[src/common/hmec_pkg.sv]
// constants shared by the headlight mode and effect control block
package hmec_pkg;
    // configuration variable numbers
    localparam logic [9:0] CV_START = 10'h002;
    localparam logic [9:0] CV_TOP = 10'h005;
    localparam logic [9:0] CV_MID = 10'h006;
    localparam logic [9:0] CV_PERIOD = 10'h03B;
    localparam logic [9:0] CV_MODE = 10'h03C;
    localparam logic [9:0] CV_FRONT = 10'h03D;
    localparam logic [9:0] CV_REAR = 10'h03E;
    // factory values
    localparam logic [7:0] RST_PERIOD = 8'h03;
    localparam logic [7:0] RST_MODE = 8'h00;
    localparam logic [7:0] RST_FRONT = 8'h04;
    localparam logic [7:0] RST_REAR = 8'h04;
    localparam logic [7:0] RST_START = 8'h00;
    localparam logic [7:0] RST_MID = 8'h80;
    localparam logic [7:0] RST_TOP = 8'hFF;
    localparam logic [7:0] PERIOD_MIN = 8'h01;
    // timing
    localparam int CLK_MHZ = 100;
    localparam int HALF_SECOND_MS = 500;
    localparam int HALF_SECOND_CYC = HALF_SECOND_MS * 1000 * CLK_MHZ;
    localparam int PHASE_STEPS = 16;
    localparam int PHASE_TICK_CYC = HALF_SECOND_CYC / PHASE_STEPS;
    // brightness duties
    localparam logic [7:0] DUTY_OFF = 8'h00;
    localparam logic [7:0] DUTY_6 = 8'h0F;
    localparam logic [7:0] DUTY_25 = 8'h40;
    localparam logic [7:0] DUTY_50 = 8'h80;
    localparam logic [7:0] DUTY_FULL = 8'hFF;
    localparam logic [7:0] DUTY_AUTO_DIM = 8'h20;
    // speed curve anchors
    localparam logic [4:0] STEP_LOW = 5'h01;
    localparam logic [4:0] STEP_MID = 5'h0E;
    localparam logic [4:0] STEP_TOP = 5'h1C;
    // lighting effect selections
    typedef enum logic [3:0] {
        HMEC_EFF_OFF = 4'h0, HMEC_EFF_DIM6 = 4'h1, HMEC_EFF_DIM25 = 4'h2, HMEC_EFF_DIM50 = 4'h3,
        HMEC_EFF_ON = 4'h4, HMEC_EFF_STRATO = 4'h5, HMEC_EFF_OSC = 4'h6, HMEC_EFF_MARKER = 4'h7,
        HMEC_EFF_DOME1 = 4'h8, HMEC_EFF_GYRA = 4'h9, HMEC_EFF_MARS = 4'hA, HMEC_EFF_DOME2 = 4'hB,
        HMEC_EFF_STROBE1 = 4'hC, HMEC_EFF_STROBE2 = 4'hD, HMEC_EFF_RSVD = 4'hE, HMEC_EFF_FLICKER = 4'hF
    } hmec_effect_e;
    // headlight modes
    typedef enum logic [3:0] {
        HMEC_MODE_DIR = 4'h0, HMEC_MODE_DIR_DIM = 4'h1, HMEC_MODE_FRONT = 4'h2, HMEC_MODE_FRONT_DIM = 4'h3,
        HMEC_MODE_REAR = 4'h4, HMEC_MODE_REAR_DIM = 4'h5, HMEC_MODE_BOTH = 4'h6, HMEC_MODE_BOTH_DIM = 4'h7,
        HMEC_MODE_INV = 4'h8, HMEC_MODE_INV_DIM = 4'h9
    } hmec_mode_e;
endpackage : hmec_pkg

[src/hw/hmec_top.sv]
// headlight mode, lighting effect and speed curve control
`timescale 1ns/1ps
module hmec_top
    import hmec_pkg::*;
#(
    parameter int TICK_CYC = PHASE_TICK_CYC
)
(
    input wire logic CLK_SYS,
    input wire logic RSTN,
    input wire logic CV_WR,
    input wire logic CV_RD,
    input wire logic [9:0] CV_NUM,
    input wire logic [7:0] CV_WDATA,
    input wire logic FACTORY_RST,
    input wire logic [4:0] SPEED_STEP,
    input wire logic DIR_FWD,
    input wire logic LIGHT_KEY,
    output logic [7:0] CV_RDATA,
    output logic CV_RACK,
    output logic FRONT_LIGHT,
    output logic REAR_LIGHT,
    output logic [7:0] MOTOR_LEVEL
);
    import hmec_pkg::*;

    // ***************************************************
    // reset release
    // ***************************************************
    logic rst_s1_r;
    logic rst_n;

    always_ff @(posedge CLK_SYS or negedge RSTN)
    begin
        if (!RSTN)
        begin
            rst_s1_r <= 1'b0;
            rst_n <= 1'b0;
        end
        else
        begin
            rst_s1_r <= 1'b1;
            rst_n <= rst_s1_r;
        end
    end

    // ***************************************************
    // configuration variables
    // ***************************************************
    logic [7:0] period_r, period_nxt, mode_r, mode_nxt, front_r, front_nxt, rear_r, rear_nxt;
    logic [7:0] start_r, start_nxt, mid_r, mid_nxt, top_r, top_nxt;
    logic [7:0] rdata_r, rdata_nxt;
    logic rack_r, rack_nxt;
    logic en_r, en_nxt;

    always_comb
    begin
        period_nxt = period_r;
        mode_nxt = mode_r;
        front_nxt = front_r;
        rear_nxt = rear_r;
        start_nxt = start_r;
        mid_nxt = mid_r;
        top_nxt = top_r;
        en_nxt = en_r ^ LIGHT_KEY;
        if (FACTORY_RST)
        begin
            period_nxt = RST_PERIOD;
            mode_nxt = RST_MODE;
            front_nxt = RST_FRONT;
            rear_nxt = RST_REAR;
            start_nxt = RST_START;
            mid_nxt = RST_MID;
            top_nxt = RST_TOP;
        end
        else if (CV_WR)
        begin
            unique case (CV_NUM)
                CV_PERIOD: period_nxt = (CV_WDATA == 8'h00) ? PERIOD_MIN : CV_WDATA;
                CV_MODE: mode_nxt = CV_WDATA;
                CV_FRONT: front_nxt = CV_WDATA;
                CV_REAR: rear_nxt = CV_WDATA;
                CV_START: start_nxt = CV_WDATA;
                CV_MID: mid_nxt = CV_WDATA;
                CV_TOP: top_nxt = CV_WDATA;
                default: ;
            endcase
        end
        rack_nxt = CV_RD;
        unique case (CV_NUM)
            CV_PERIOD: rdata_nxt = period_r;
            CV_MODE: rdata_nxt = mode_r;
            CV_FRONT: rdata_nxt = front_r;
            CV_REAR: rdata_nxt = rear_r;
            CV_START: rdata_nxt = start_r;
            CV_MID: rdata_nxt = mid_r;
            CV_TOP: rdata_nxt = top_r;
            default: rdata_nxt = 8'h00;
        endcase
        if (!CV_RD)
        begin
            rdata_nxt = rdata_r;
        end
    end

    always_ff @(posedge CLK_SYS or negedge rst_n)
    begin
        if (!rst_n)
        begin
            period_r <= RST_PERIOD;
            mode_r <= RST_MODE;
            front_r <= RST_FRONT;
            rear_r <= RST_REAR;
            start_r <= RST_START;
            mid_r <= RST_MID;
            top_r <= RST_TOP;
            rdata_r <= 8'h00;
            rack_r <= 1'b0;
            en_r <= 1'b0;
        end
        else
        begin
            period_r <= period_nxt;
            mode_r <= mode_nxt;
            front_r <= front_nxt;
            rear_r <= rear_nxt;
            start_r <= start_nxt;
            mid_r <= mid_nxt;
            top_r <= top_nxt;
            rdata_r <= rdata_nxt;
            rack_r <= rack_nxt;
            en_r <= en_nxt;
        end
    end

    // ***************************************************
    // pattern phase and random source
    // ***************************************************
    logic [31:0] pre_r, pre_nxt;
    logic [3:0] sub_r, sub_nxt, phase_r, phase_nxt;
    logic [7:0] pwm_r, pwm_nxt;
    logic [15:0] lfsr_r, lfsr_nxt;

    always_comb
    begin
        pre_nxt = pre_r + 32'h0000_0001;
        sub_nxt = sub_r;
        phase_nxt = phase_r;
        if (pre_r >= 32'(TICK_CYC - 1))
        begin
            pre_nxt = 32'h0000_0000;
            sub_nxt = sub_r + 4'h1;
            if (sub_r >= period_r[3:0] - 4'h1)
            begin
                sub_nxt = 4'h0;
                phase_nxt = phase_r + 4'h1;
            end
        end
        pwm_nxt = pwm_r + 8'h01;
        lfsr_nxt = (pwm_r == 8'hFF) ? {lfsr_r[14:0], lfsr_r[15] ^ lfsr_r[13] ^ lfsr_r[12] ^ lfsr_r[10]} : lfsr_r;
    end

    always_ff @(posedge CLK_SYS or negedge rst_n)
    begin
        if (!rst_n)
        begin
            pre_r <= 32'h0000_0000;
            sub_r <= 4'h0;
            phase_r <= 4'h0;
            pwm_r <= 8'h00;
            lfsr_r <= 16'hACE1;
        end
        else
        begin
            pre_r <= pre_nxt;
            sub_r <= sub_nxt;
            phase_r <= phase_nxt;
            pwm_r <= pwm_nxt;
            lfsr_r <= lfsr_nxt;
        end
    end

    // ***************************************************
    // effect shapes and mode decode
    // ***************************************************
    function automatic logic [7:0] eff_duty(input logic [3:0] sel, input logic [3:0] ph, input logic [7:0] rnd);
        logic [7:0] tri_lvl;
        tri_lvl = {(ph[3] ? ~ph[2:0] : ph[2:0]), 5'h1F};
        unique case (hmec_effect_e'(sel))
            HMEC_EFF_OFF, HMEC_EFF_RSVD: eff_duty = DUTY_OFF;
            HMEC_EFF_DIM6: eff_duty = DUTY_6;
            HMEC_EFF_DIM25: eff_duty = DUTY_25;
            HMEC_EFF_DIM50: eff_duty = DUTY_50;
            HMEC_EFF_ON: eff_duty = DUTY_FULL;
            HMEC_EFF_FLICKER: eff_duty = rnd | DUTY_25;
            HMEC_EFF_STRATO: eff_duty = ph[3] ? DUTY_25 : DUTY_FULL;
            HMEC_EFF_OSC, HMEC_EFF_GYRA: eff_duty = tri_lvl;
            HMEC_EFF_MARS: eff_duty = tri_lvl | DUTY_25;
            HMEC_EFF_MARKER: eff_duty = (ph[3:1] == 3'h0) ? DUTY_FULL : DUTY_OFF;
            HMEC_EFF_DOME1, HMEC_EFF_DOME2: eff_duty = (ph[3:2] == 2'h0) ? DUTY_FULL : DUTY_6;
            HMEC_EFF_STROBE1: eff_duty = (ph == 4'h0) ? DUTY_FULL : DUTY_OFF;
            HMEC_EFF_STROBE2: eff_duty = (ph == 4'h0 || ph == 4'h2) ? DUTY_FULL : DUTY_OFF;
        endcase
    endfunction : eff_duty

    // returns {auto-dim, rear lit, front lit}
    function automatic logic [2:0] mode_decode(input logic [3:0] m, input logic fwd);
        unique case (m)
            HMEC_MODE_DIR: mode_decode = {1'b0, ~fwd, fwd};
            HMEC_MODE_DIR_DIM: mode_decode = {1'b1, ~fwd, fwd};
            HMEC_MODE_FRONT: mode_decode = 3'b001;
            HMEC_MODE_FRONT_DIM: mode_decode = 3'b101;
            HMEC_MODE_REAR: mode_decode = 3'b010;
            HMEC_MODE_REAR_DIM: mode_decode = 3'b110;
            HMEC_MODE_BOTH: mode_decode = 3'b011;
            HMEC_MODE_BOTH_DIM: mode_decode = 3'b111;
            HMEC_MODE_INV: mode_decode = {1'b0, fwd, ~fwd};
            HMEC_MODE_INV_DIM: mode_decode = {1'b1, fwd, ~fwd};
            default: mode_decode = {1'b0, ~fwd, fwd};
        endcase
    endfunction : mode_decode

    // ***************************************************
    // headlight drivers
    // ***************************************************
    logic [2:0] dec;
    logic dimmed;
    logic [7:0] duty [2];
    logic [1:0] light_r, light_nxt;

    always_comb
    begin
        dec = mode_decode(mode_r[3:0], DIR_FWD);
        dimmed = dec[2] && (SPEED_STEP == 5'h00);
        for (int i = 0; i < 2; i++)
        begin
            if (!en_r || !dec[i])
            begin
                duty[i] = DUTY_OFF;
            end
            else if (dimmed)
            begin
                duty[i] = DUTY_AUTO_DIM;
            end
            else
            begin
                duty[i] = eff_duty((i == 0) ? front_r[3:0] : rear_r[3:0], phase_r, lfsr_r[7:0]);
            end
            light_nxt[i] = (duty[i] == DUTY_FULL) || (pwm_r < duty[i]);
        end
    end

    always_ff @(posedge CLK_SYS or negedge rst_n)
    begin
        if (!rst_n)
        begin
            light_r <= 2'b00;
        end
        else
        begin
            light_r <= light_nxt;
        end
    end

    hmec_speed_curve u_curve (
        .clk(CLK_SYS),
        .rst_n(rst_n),
        .step(SPEED_STEP),
        .start_lvl(start_r),
        .mid_lvl(mid_r),
        .top_lvl(top_r),
        .level(MOTOR_LEVEL)
    );

    assign FRONT_LIGHT = light_r[0];
    assign REAR_LIGHT = light_r[1];
    assign CV_RDATA = rdata_r;
    assign CV_RACK = rack_r;
endmodule : hmec_top

[src/hw/hmec_speed_curve.sv]
// three-point speed curve: start, mid and top anchors with interpolation
`timescale 1ns/1ps
module hmec_speed_curve
    import hmec_pkg::*;
(
    input wire logic clk,
    input wire logic rst_n,
    input wire logic [4:0] step,
    input wire logic [7:0] start_lvl,
    input wire logic [7:0] mid_lvl,
    input wire logic [7:0] top_lvl,
    output logic [7:0] level
);
    logic [7:0] level_r;
    logic [7:0] level_nxt;
    logic signed [15:0] diff;
    logic signed [15:0] span;
    logic signed [15:0] acc;

    always_comb
    begin
        diff = 16'sh0000;
        span = 16'sh0000;
        acc = 16'sh0000;
        if (step == 5'h00)
        begin
            level_nxt = 8'h00;
        end
        else if (step <= STEP_MID)
        begin
            diff = $signed({8'h00, mid_lvl}) - $signed({8'h00, start_lvl});
            span = $signed({11'h000, step - STEP_LOW});
            acc = $signed({8'h00, start_lvl}) + (diff * span) / 16'sd13;
            level_nxt = acc[7:0];
        end
        else if (step < STEP_TOP)
        begin
            diff = $signed({8'h00, top_lvl}) - $signed({8'h00, mid_lvl});
            span = $signed({11'h000, step - STEP_MID});
            acc = $signed({8'h00, mid_lvl}) + (diff * span) / 16'sd14;
            level_nxt = acc[7:0];
        end
        else
        begin
            level_nxt = top_lvl;
        end
    end

    always_ff @(posedge clk or negedge rst_n)
    begin
        if (!rst_n)
        begin
            level_r <= 8'h00;
        end
        else
        begin
            level_r <= level_nxt;
        end
    end

    assign level = level_r;
endmodule : hmec_speed_curve

[config.mk]
export PLATFORM = sky130hd
export DESIGN_NAME = hmec_top
export DESIGN_NICKNAME = d
export VERILOG_FILES = /design/src/common/hmec_pkg.sv /design/src/hw/hmec_top.sv /design/src/hw/hmec_speed_curve.sv
export SDC_FILE = /design/constraint.sdc
export NUM_CORES = 1
export LEC_CHECK = 0
export BUFFER_PORTS_ARGS = -buffer_cell sky130_fd_sc_hd__buf_2
export CORE_ASPECT_RATIO = 1.2
export CORE_MARGIN = 3
export CORE_UTILIZATION = 45
export CTS_BUF_LIST = sky130_fd_sc_hd__clkbuf_16
export DETAILED_ROUTE_END_ITERATION = 8
export HOLD_SLACK_MARGIN = 0.08
export MAX_ROUTING_LAYER = met4
export PLACE_DENSITY_LB_ADDON = 0.1
export SLEW_MARGIN = 0
export SYNTH_ARGS = -nofsm -noshare
export SYNTH_HDL_FRONTEND = slang
export SYNTH_SLANG_ARGS = --single-unit
[constraint.sdc]
create_clock -name CLK_SYS -period 10.7 [get_ports CLK_SYS]
set_clock_uncertainty 0.15 [all_clocks]
set_input_delay 0.535 -clock CLK_SYS [delete_from_list [all_inputs] [get_ports CLK_SYS]]
set_output_delay 0.535 -clock CLK_SYS [all_outputs]
set_load 0.005 [all_outputs]
# Word level (Yosys, flattened, before mapping)

Cells that the tools add are included.

Word-level logic and storage cells: 175
Output and inout port bits: 19
Flip-flop bits (word level): 142
Input bits: 30

Eq/ne operators: 50
$mul: 2
Bitwise logic cells: 6
Div/mod/pow operators: 2
Muxes and demuxes: 41
Reduce and logical (&&, ||, !) cells: 38
Order comparisons: 6
Add/sub/neg operators: 11

Operators by type and width:

| operator                                                                              | count |
|---|---|
| 8-bit 2-to-1 mux                                                                      | 34 |
| 8-bit one-hot mux with 13 select lines                                                | 2 |
| 4-bit == test, second input constant                                                  | 18 |
| 8-bit one-hot mux with 7 select lines                                                 | 1 |
| 4-bit by 3-bit == test with 1-bit output, second input constant                       | 12 |
| 10-bit by 6-bit == test with 1-bit output, second input constant                      | 4 |
| 32-bit by 1-bit adder with 32-bit output, second input constant                       | 1 |
| 16-bit by 5-bit divider with 16-bit output, second input constant                     | 2 |
| 32-bit by 22-bit greater-or-equal comparator with 1-bit output, second input constant | 1 |
| 16-bit by 6-bit multiplier with 16-bit output                                         | 2 |
| 32-bit 2-to-1 mux                                                                     | 1 |
| 4-bit by 2-bit == test with 1-bit output, second input constant                       | 7 |
| 3-bit one-hot mux with 9 select lines                                                 | 1 |
| 8-bit == test, second input constant                                                  | 3 |
| 10-bit by 3-bit == test with 1-bit output, second input constant                      | 2 |
| 8-bit by 8-bit subtractor with 9-bit output                                           | 2 |
| 8-bit adder                                                                           | 2 |
| 8-bit < comparator                                                                    | 2 |
| 2-bit AND reduction                                                                   | 8 |
| 2-bit nonzero test                                                                    | 8 |
| 4-bit by 1-bit == test with 1-bit output, second input constant                       | 3 |
| 4-bit logical NOT                                                                     | 3 |
| 2-bit OR reduction                                                                    | 6 |
| 10-bit by 2-bit == test with 1-bit output, second input constant                      | 1 |
| other kinds (20)                                                                      | 30 |

# Depth between registers and ports, before layout

Depth in word-level cells: 8
Depth in mapped cells: 72
Gate-level depth less buffers: 66

# Modules after synthesis

Synthesis repeated with hierarchy kept, for this count alone.

Cells, all modules: 2,172
Area, all modules: 17,670.7 um^2

By module, submodules not included:

| module           | area each (um^2) | times used | cells each | seq. area each (um^2) |
|---|---|---|---|---|
| hmec_speed_curve | 10,261.1         | 1          | 1,401      | 200.2 |
| hmec_top         | 7,409.6          | 1          | 771        | 3,379.5 |

# Worst setup path before layout

No wires, ideal clock.

Path kind: register to register
Start point: register start_r[1]
End point: register u_curve.level_r[7], in the netlist u_curve.level[7]
Setup slack: -3,333 ps
Path buffers: 5
Required time: 10,413 ps
Arrival: 13,746 ps
Cell stages (with the launch flop): 69
Clock period less this slack: 14,033 ps
Library setup time: 137 ps
Path through: dfrtp_1 inv_1 ha_1 nor2b_1 o21ai_0 a21oi_1 o21ai_0 nand2b_1 a21o_1 a21oi_1 xor2_1 nor2_1 fa_1 fa_1 inv_1 fa_1 inv_1 ha_1 [... 33 more ...] or2_1 inv_1 a211oi_1 o22a_1 ha_1 nor2_1 a21oi_1 ha_1 a21o_1 a21o_1 a21o_1 a21oi_1 o21bai_1 a21oi_1 xnor2_1 xnor2_1 xnor2_1 a21oi_1

Word-level cells in the longest chain between the ends: 6

RTL lines:

| item                                          | line                   | RTL |
|---|---|---|
| from (decl)                                   | hmec_top.sv:51         | `logic [7:0] start_r, start_nxt, mid_r, mid_nxt, top_r, top_nxt;` |
| from (signal assigned)                        | hmec_top.sv:127        | `start_r <= start_nxt;` |
| 8-bit by 8-bit subtractor with 9-bit output   | hmec_speed_curve.sv:31 | `diff = $signed({8'h00, mid_lvl}) - $signed({8'h00, start_lvl});` |
| 16-bit by 6-bit multiplier with 16-bit output | hmec_speed_curve.sv:33 | `acc = $signed({8'h00, start_lvl}) + (diff * span) / 16'sd13;` |
| 16-bit by 5-bit divider with 16-bit output    | hmec_speed_curve.sv:33 |  |
| 8-bit adder *                                 | hmec_speed_curve.sv:33 |  |
| 8-bit 2-to-1 mux *                            | hmec_speed_curve.sv:29 | `else if (step <= STEP_MID)` |
| 8-bit 2-to-1 mux *                            | hmec_speed_curve.sv:25 | `if (step == 5'h00)` |
| via u_curve.level_nxt[7]                      | hmec_speed_curve.sv:15 | `logic [7:0] level_nxt;` |
| to (signal assigned)                          | hmec_speed_curve.sv:57 | `level_r <= level_nxt;` |
| to (decl)                                     | hmec_speed_curve.sv:14 | `logic [7:0] level_r;` |

Mark *: on every way through the listed nets, which the timed path passes. The rest lies on a longest branch.
A chain may end at the register's enable or synchronous reset.

# Worst setup path after layout

Start point: register mid_r[1]
End point: register u_curve.level_r[7], in the netlist u_curve.level[7]

Word-level cells in the longest chain between the ends: 7
Elaborated cells on any way between the ends: 11
Classes of those cells: add/sub: 4; mul: 2; div: 2; mux: 3

RTL lines:

| item                                          | line                   | RTL |
|---|---|---|
| from (decl)                                   | hmec_top.sv:51         |  |
| from (signal assigned)                        | hmec_top.sv:128        | `mid_r <= mid_nxt;` |
| 8-bit by 8-bit subtractor with 9-bit output   | hmec_speed_curve.sv:38 | `diff = $signed({8'h00, top_lvl}) - $signed({8'h00, mid_lvl});` |
| 16-bit by 6-bit multiplier with 16-bit output | hmec_speed_curve.sv:40 | `acc = $signed({8'h00, mid_lvl}) + (diff * span) / 16'sd14;` |
| 16-bit by 5-bit divider with 16-bit output    | hmec_speed_curve.sv:40 |  |
| 8-bit adder                                   | hmec_speed_curve.sv:40 |  |
| 8-bit 2-to-1 mux                              | hmec_speed_curve.sv:36 | `else if (step < STEP_TOP)` |
| 8-bit 2-to-1 mux *                            | hmec_speed_curve.sv:29 |  |
| 8-bit 2-to-1 mux *                            | hmec_speed_curve.sv:25 |  |
| via u_curve.level_nxt[7]                      | hmec_speed_curve.sv:15 |  |

Marks and branches as above.

==> metrics.md <==
| Metric | Value |
|---|---|
| Critical-path top delay cell | or4_1 |
| Met1 Track Usage GR | a little under a third |
| Peak supply drop | roughly 0.62 mV |
| Largest area contributor in the netlist | dfrtp_1 |
| Total GRT Usage | approximately 28% |
| Setup repair after global routing missed its margin | yes |
| Final ANT Viol Nets | 0 |
| Post-synth EDFFs | 0 |
| Nets | about 3100 |
| Most frequent cells after synthesis | 262 x nor2_1, 212 x nand2_1, 175 x inv_1, 146 x a21oi_1, 122 x ha_1 |
| Ranking of synthesized cells by area | dfrtp_1 17%, ha_1 8.6%, fa_1 7.0% |
| Routability Congestion | 0.958 |
| CP Data Required Time | 10.82 ns |
| Crit path largest cell delay | 0.55 ns |
| Gr busiest metal | met2 |
| Die H | about 220 um |
| Final hold viol count | 0 |
| Syn Area/Cell | between 7 and 8 um2 |
| Max H-tree Level | 4 |
| Final min period | roughly 14 ns |
| CTS tree | done |
| Synthesized instance count | 2267 |
| Critical path's most frequent cell | a21o_1 |
| Hold endpoint | en_r |
| PortBufs | between 40 and 50 |
| Vias in the first global route | roughly 20000 |
| Hold Crit Class | input port to flip-flop |
| Core footprint | slightly below 40000 um2 |
| Worst Hold Path Cells | 2 |
| Data arrival time of the critical path | 13.94 ns |
| R2r endpoint | u_curve.level[7] |
| Fmax | approximately 72 MHz |
| Worst-path clk slew | roughly 0.060 ns |
| Critical path startpoint category | flip-flop |
| Setup slack, reg-to-reg | -3.13 ns |
| Post-DP HPWL | about 46 mm |
| Synth top area share | 17.0% |
| Area of the multi-input gates | between 10000 and 15000 um2 |
| Final Max Slew Viols | 0 |
| I/O pin count | 49 |
| Post-synthesis sequential area ratio | between 20 and 25% |
| M2 GR Usage | between 50% and 60% |
| Synth unique cells | 120 |
| Worst setup margin | -3.13 ns |
| Register bit total from synthesis | between 100 and 150 |
| Worst Setup End Kind | flip-flop |
| WL/cell | roughly 17 um |
| Via density | around 5.7 |
| DR vias | approximately 20000 |
| Later-pin clock latency in the skew report | 0.43 ns |
| Starting DRC count in detailed routing | about 1200 |
| Gr ovfl total | 0 |
| Synth Warn # | 0 |
| Full die area | about 42000 um2 |
| Share of cells above drive strength 1 | 35.3% |
| Worst-path fanout max | 6 |
| Final Cycle Share | 129% |
| Bufs on Longest Clock Path | 2 |
| Max_cap viols | 0 |
| Most used DFF post-synth | dfrtp_1 |
| CTS buffer count | 17 |
| Post-Syn Area | 17800 um2 |
| Leak | 11.6 nW |
| Final WL | approximately 58 mm |
| Area occupied by registers | between 3000 and 4000 um2 |
| CTS Sinks | about 140 |
| Worst-margin pin slew | about 1.2 ns |
| Pwr Density | 376 nW/um2 |
| # fillers | around 3400 |
| Min-delay src | LIGHT_KEY |
| Relative slew slack | ~19% |
| Core Util, Final | around 65% |
| Largest net degree at the start of global routing | 73 |
| Crit. Startpoint | mid_r[1] |
| Initial core utilization | ~46% |
| Worst R2R Start | mid_r[1] |
| Status | complete, but fails checks |
| Failing checks | setup timing |
| Overall Power | 9.50 mW |
| Global-route wire length before repair | approximately 95 mm |
| Endpoints failing setup | 8 |
| Initial antenna violation count | 1 |
| Root Driver | clkbuf_16 |
| Reg2Reg Depth | 70 |
| Async S/R FF share, synth | 100% |
| Syn-to-layout area delta | 42.0% |
| Top-count cell post-synth | nor2_1 |
| Critical path class | flip-flop to flip-flop |
| Rows | just under 80 |
| First-pass iteration count of the detailed router | 6 |
| Drt drc | 0 |
| Die width | about 190 um |
| Diodes inserted | 0 |
| Met3 Resource Use GR | around 2.7% |
[flip-flops by register name, indices dropped and copies added (netlist names)]
signal         count
CV_RACK            1
CV_RDATA           8
en_r               1
front_r            8
lfsr_r            16
light_r            2
mid_r              8
mode_r             8
period_r           8
phase_r            4
pre_r             32
pwm_r              8
rear_r             8
rst_n              1
rst_s1_r           1
start_r            8
sub_r              4
top_r              8
u_curve.level      8
[cells by family (layout without fill, tap and decap cells)]
family / Yosys count / after routing / synth area share (%)
xor+xnor: 151 / 151 / 7.51
mux: 44 / 44 / 2.64
simple gates: 829 / 829 / 22.2
fa+ha+maj: 192 / 192 / 16.0
flops: 142 / 142 / 20.1
buf+inv: 274 / 917 / 6.10
other cells: 2 / 11 / 0.0422
compound gates: 633 / 633 / 25.4
[cell usage in the layout, fill, tap and decap left out, drive strengths merged, types with 12 or more instances in the layout]
master	instances
buf	708
nor2	263
nand2	212
inv	179
a21oi	150
ha	122
dfrtp	121
o21ai	107
xnor2	101
nand3	86
fa	62
nor3	58
a21o	51
xor2	50
a211oi	42
o211ai	31
mux2i	26
and3	26
nand2b	24
nor4	24
a31oi	23
and2	22
dfstp	21
or3	21
nand4	20
o21a	19
mux2	18
or2	18
clkbuf	17
nor2b	17
o31ai	16
a222oi	13
a221oi	13
o2111ai	12
[worst max-delay path by stage]
| stage | cells past startpoint | to | slack [ns] |
|---|---|---|---|
| 2_1_floorplan | 69 | u_curve.level[7] | -2.86 |
| 3_3_place_gp | 68 | u_curve.level[7] | -3.31 |
| 3_5_place_dp | 65 | u_curve.level[7] | -3.60 |
| 4_1_cts | 70 | u_curve.level[7] | -2.99 |
| 5_1_grt | 72 | u_curve.level[7] | -3.92 |
| 6_report | 70 | u_curve.level[7] | -3.13 |
[metal layers]
layer,share of wire (%),wire length [um]
met5,0,0
met2,53,30900
met4,4.0,2320
met1,40,23000
met3,3.5,2040
[metrics by stage]
stage	setup slack (ns)	std cells	instance area, um2	hold WS [ns]	TNS [ns]
global route	-3.92	3445	25300	0.134	-25.75
global placement	-3.31	3339	23000	0.169	-22.01
floorplan	-2.86	2276	18100	0.0894	-17.01
finish	-3.13	3445	25300	0.139	-20.12
CTS	-2.99	3431	24800	0.123	-20.08
detailed placement	-3.60	3339	23000	0.172	-24.13
[power by group]
part / switching, mW / total [mW] / internal, mW
logic: 4.06 / 8.26 / 4.20
clock network: 0.241 / 0.610 / 0.369
registers: 0.0416 / 0.627 / 0.585
[cell type report]
type / instances / area share, %
Timing Repair Buffer: 709 / 21.2
Sequential cell: 142 / 14.2
Inverter: 176 / 2.61
Multi-Input combinational cell: 1860 / 57.0
Clock inverter: 15 / 0.733
Tap cell: 526 / 2.60
Clock buffer: 17 / 1.68
[critical path, delay by kind of cell, from the launching register on]
family / cells / cell delay [ns]
adder cells (fa/ha/maj): 8 / 2.37
buffers and inverters: 10 / 1.07
AND/OR/NAND/NOR: 15 / 3.03
flip-flops: 1 / 0.42
AO/OA/AOI/OAI: 32 / 5.87
XOR/XNOR: 5 / 0.70
[repair_timing]
action | in CTS | in global routing
setup buffers | 61 | 24
endpoints found under the hold margin | 2 | 0
pin swaps | 119 | 72
gates resized for setup | 149 | 87
endpoints found under the setup margin | 8 | 8
hold buffers | 1 | 0
(Power assumes the default switching activity.)
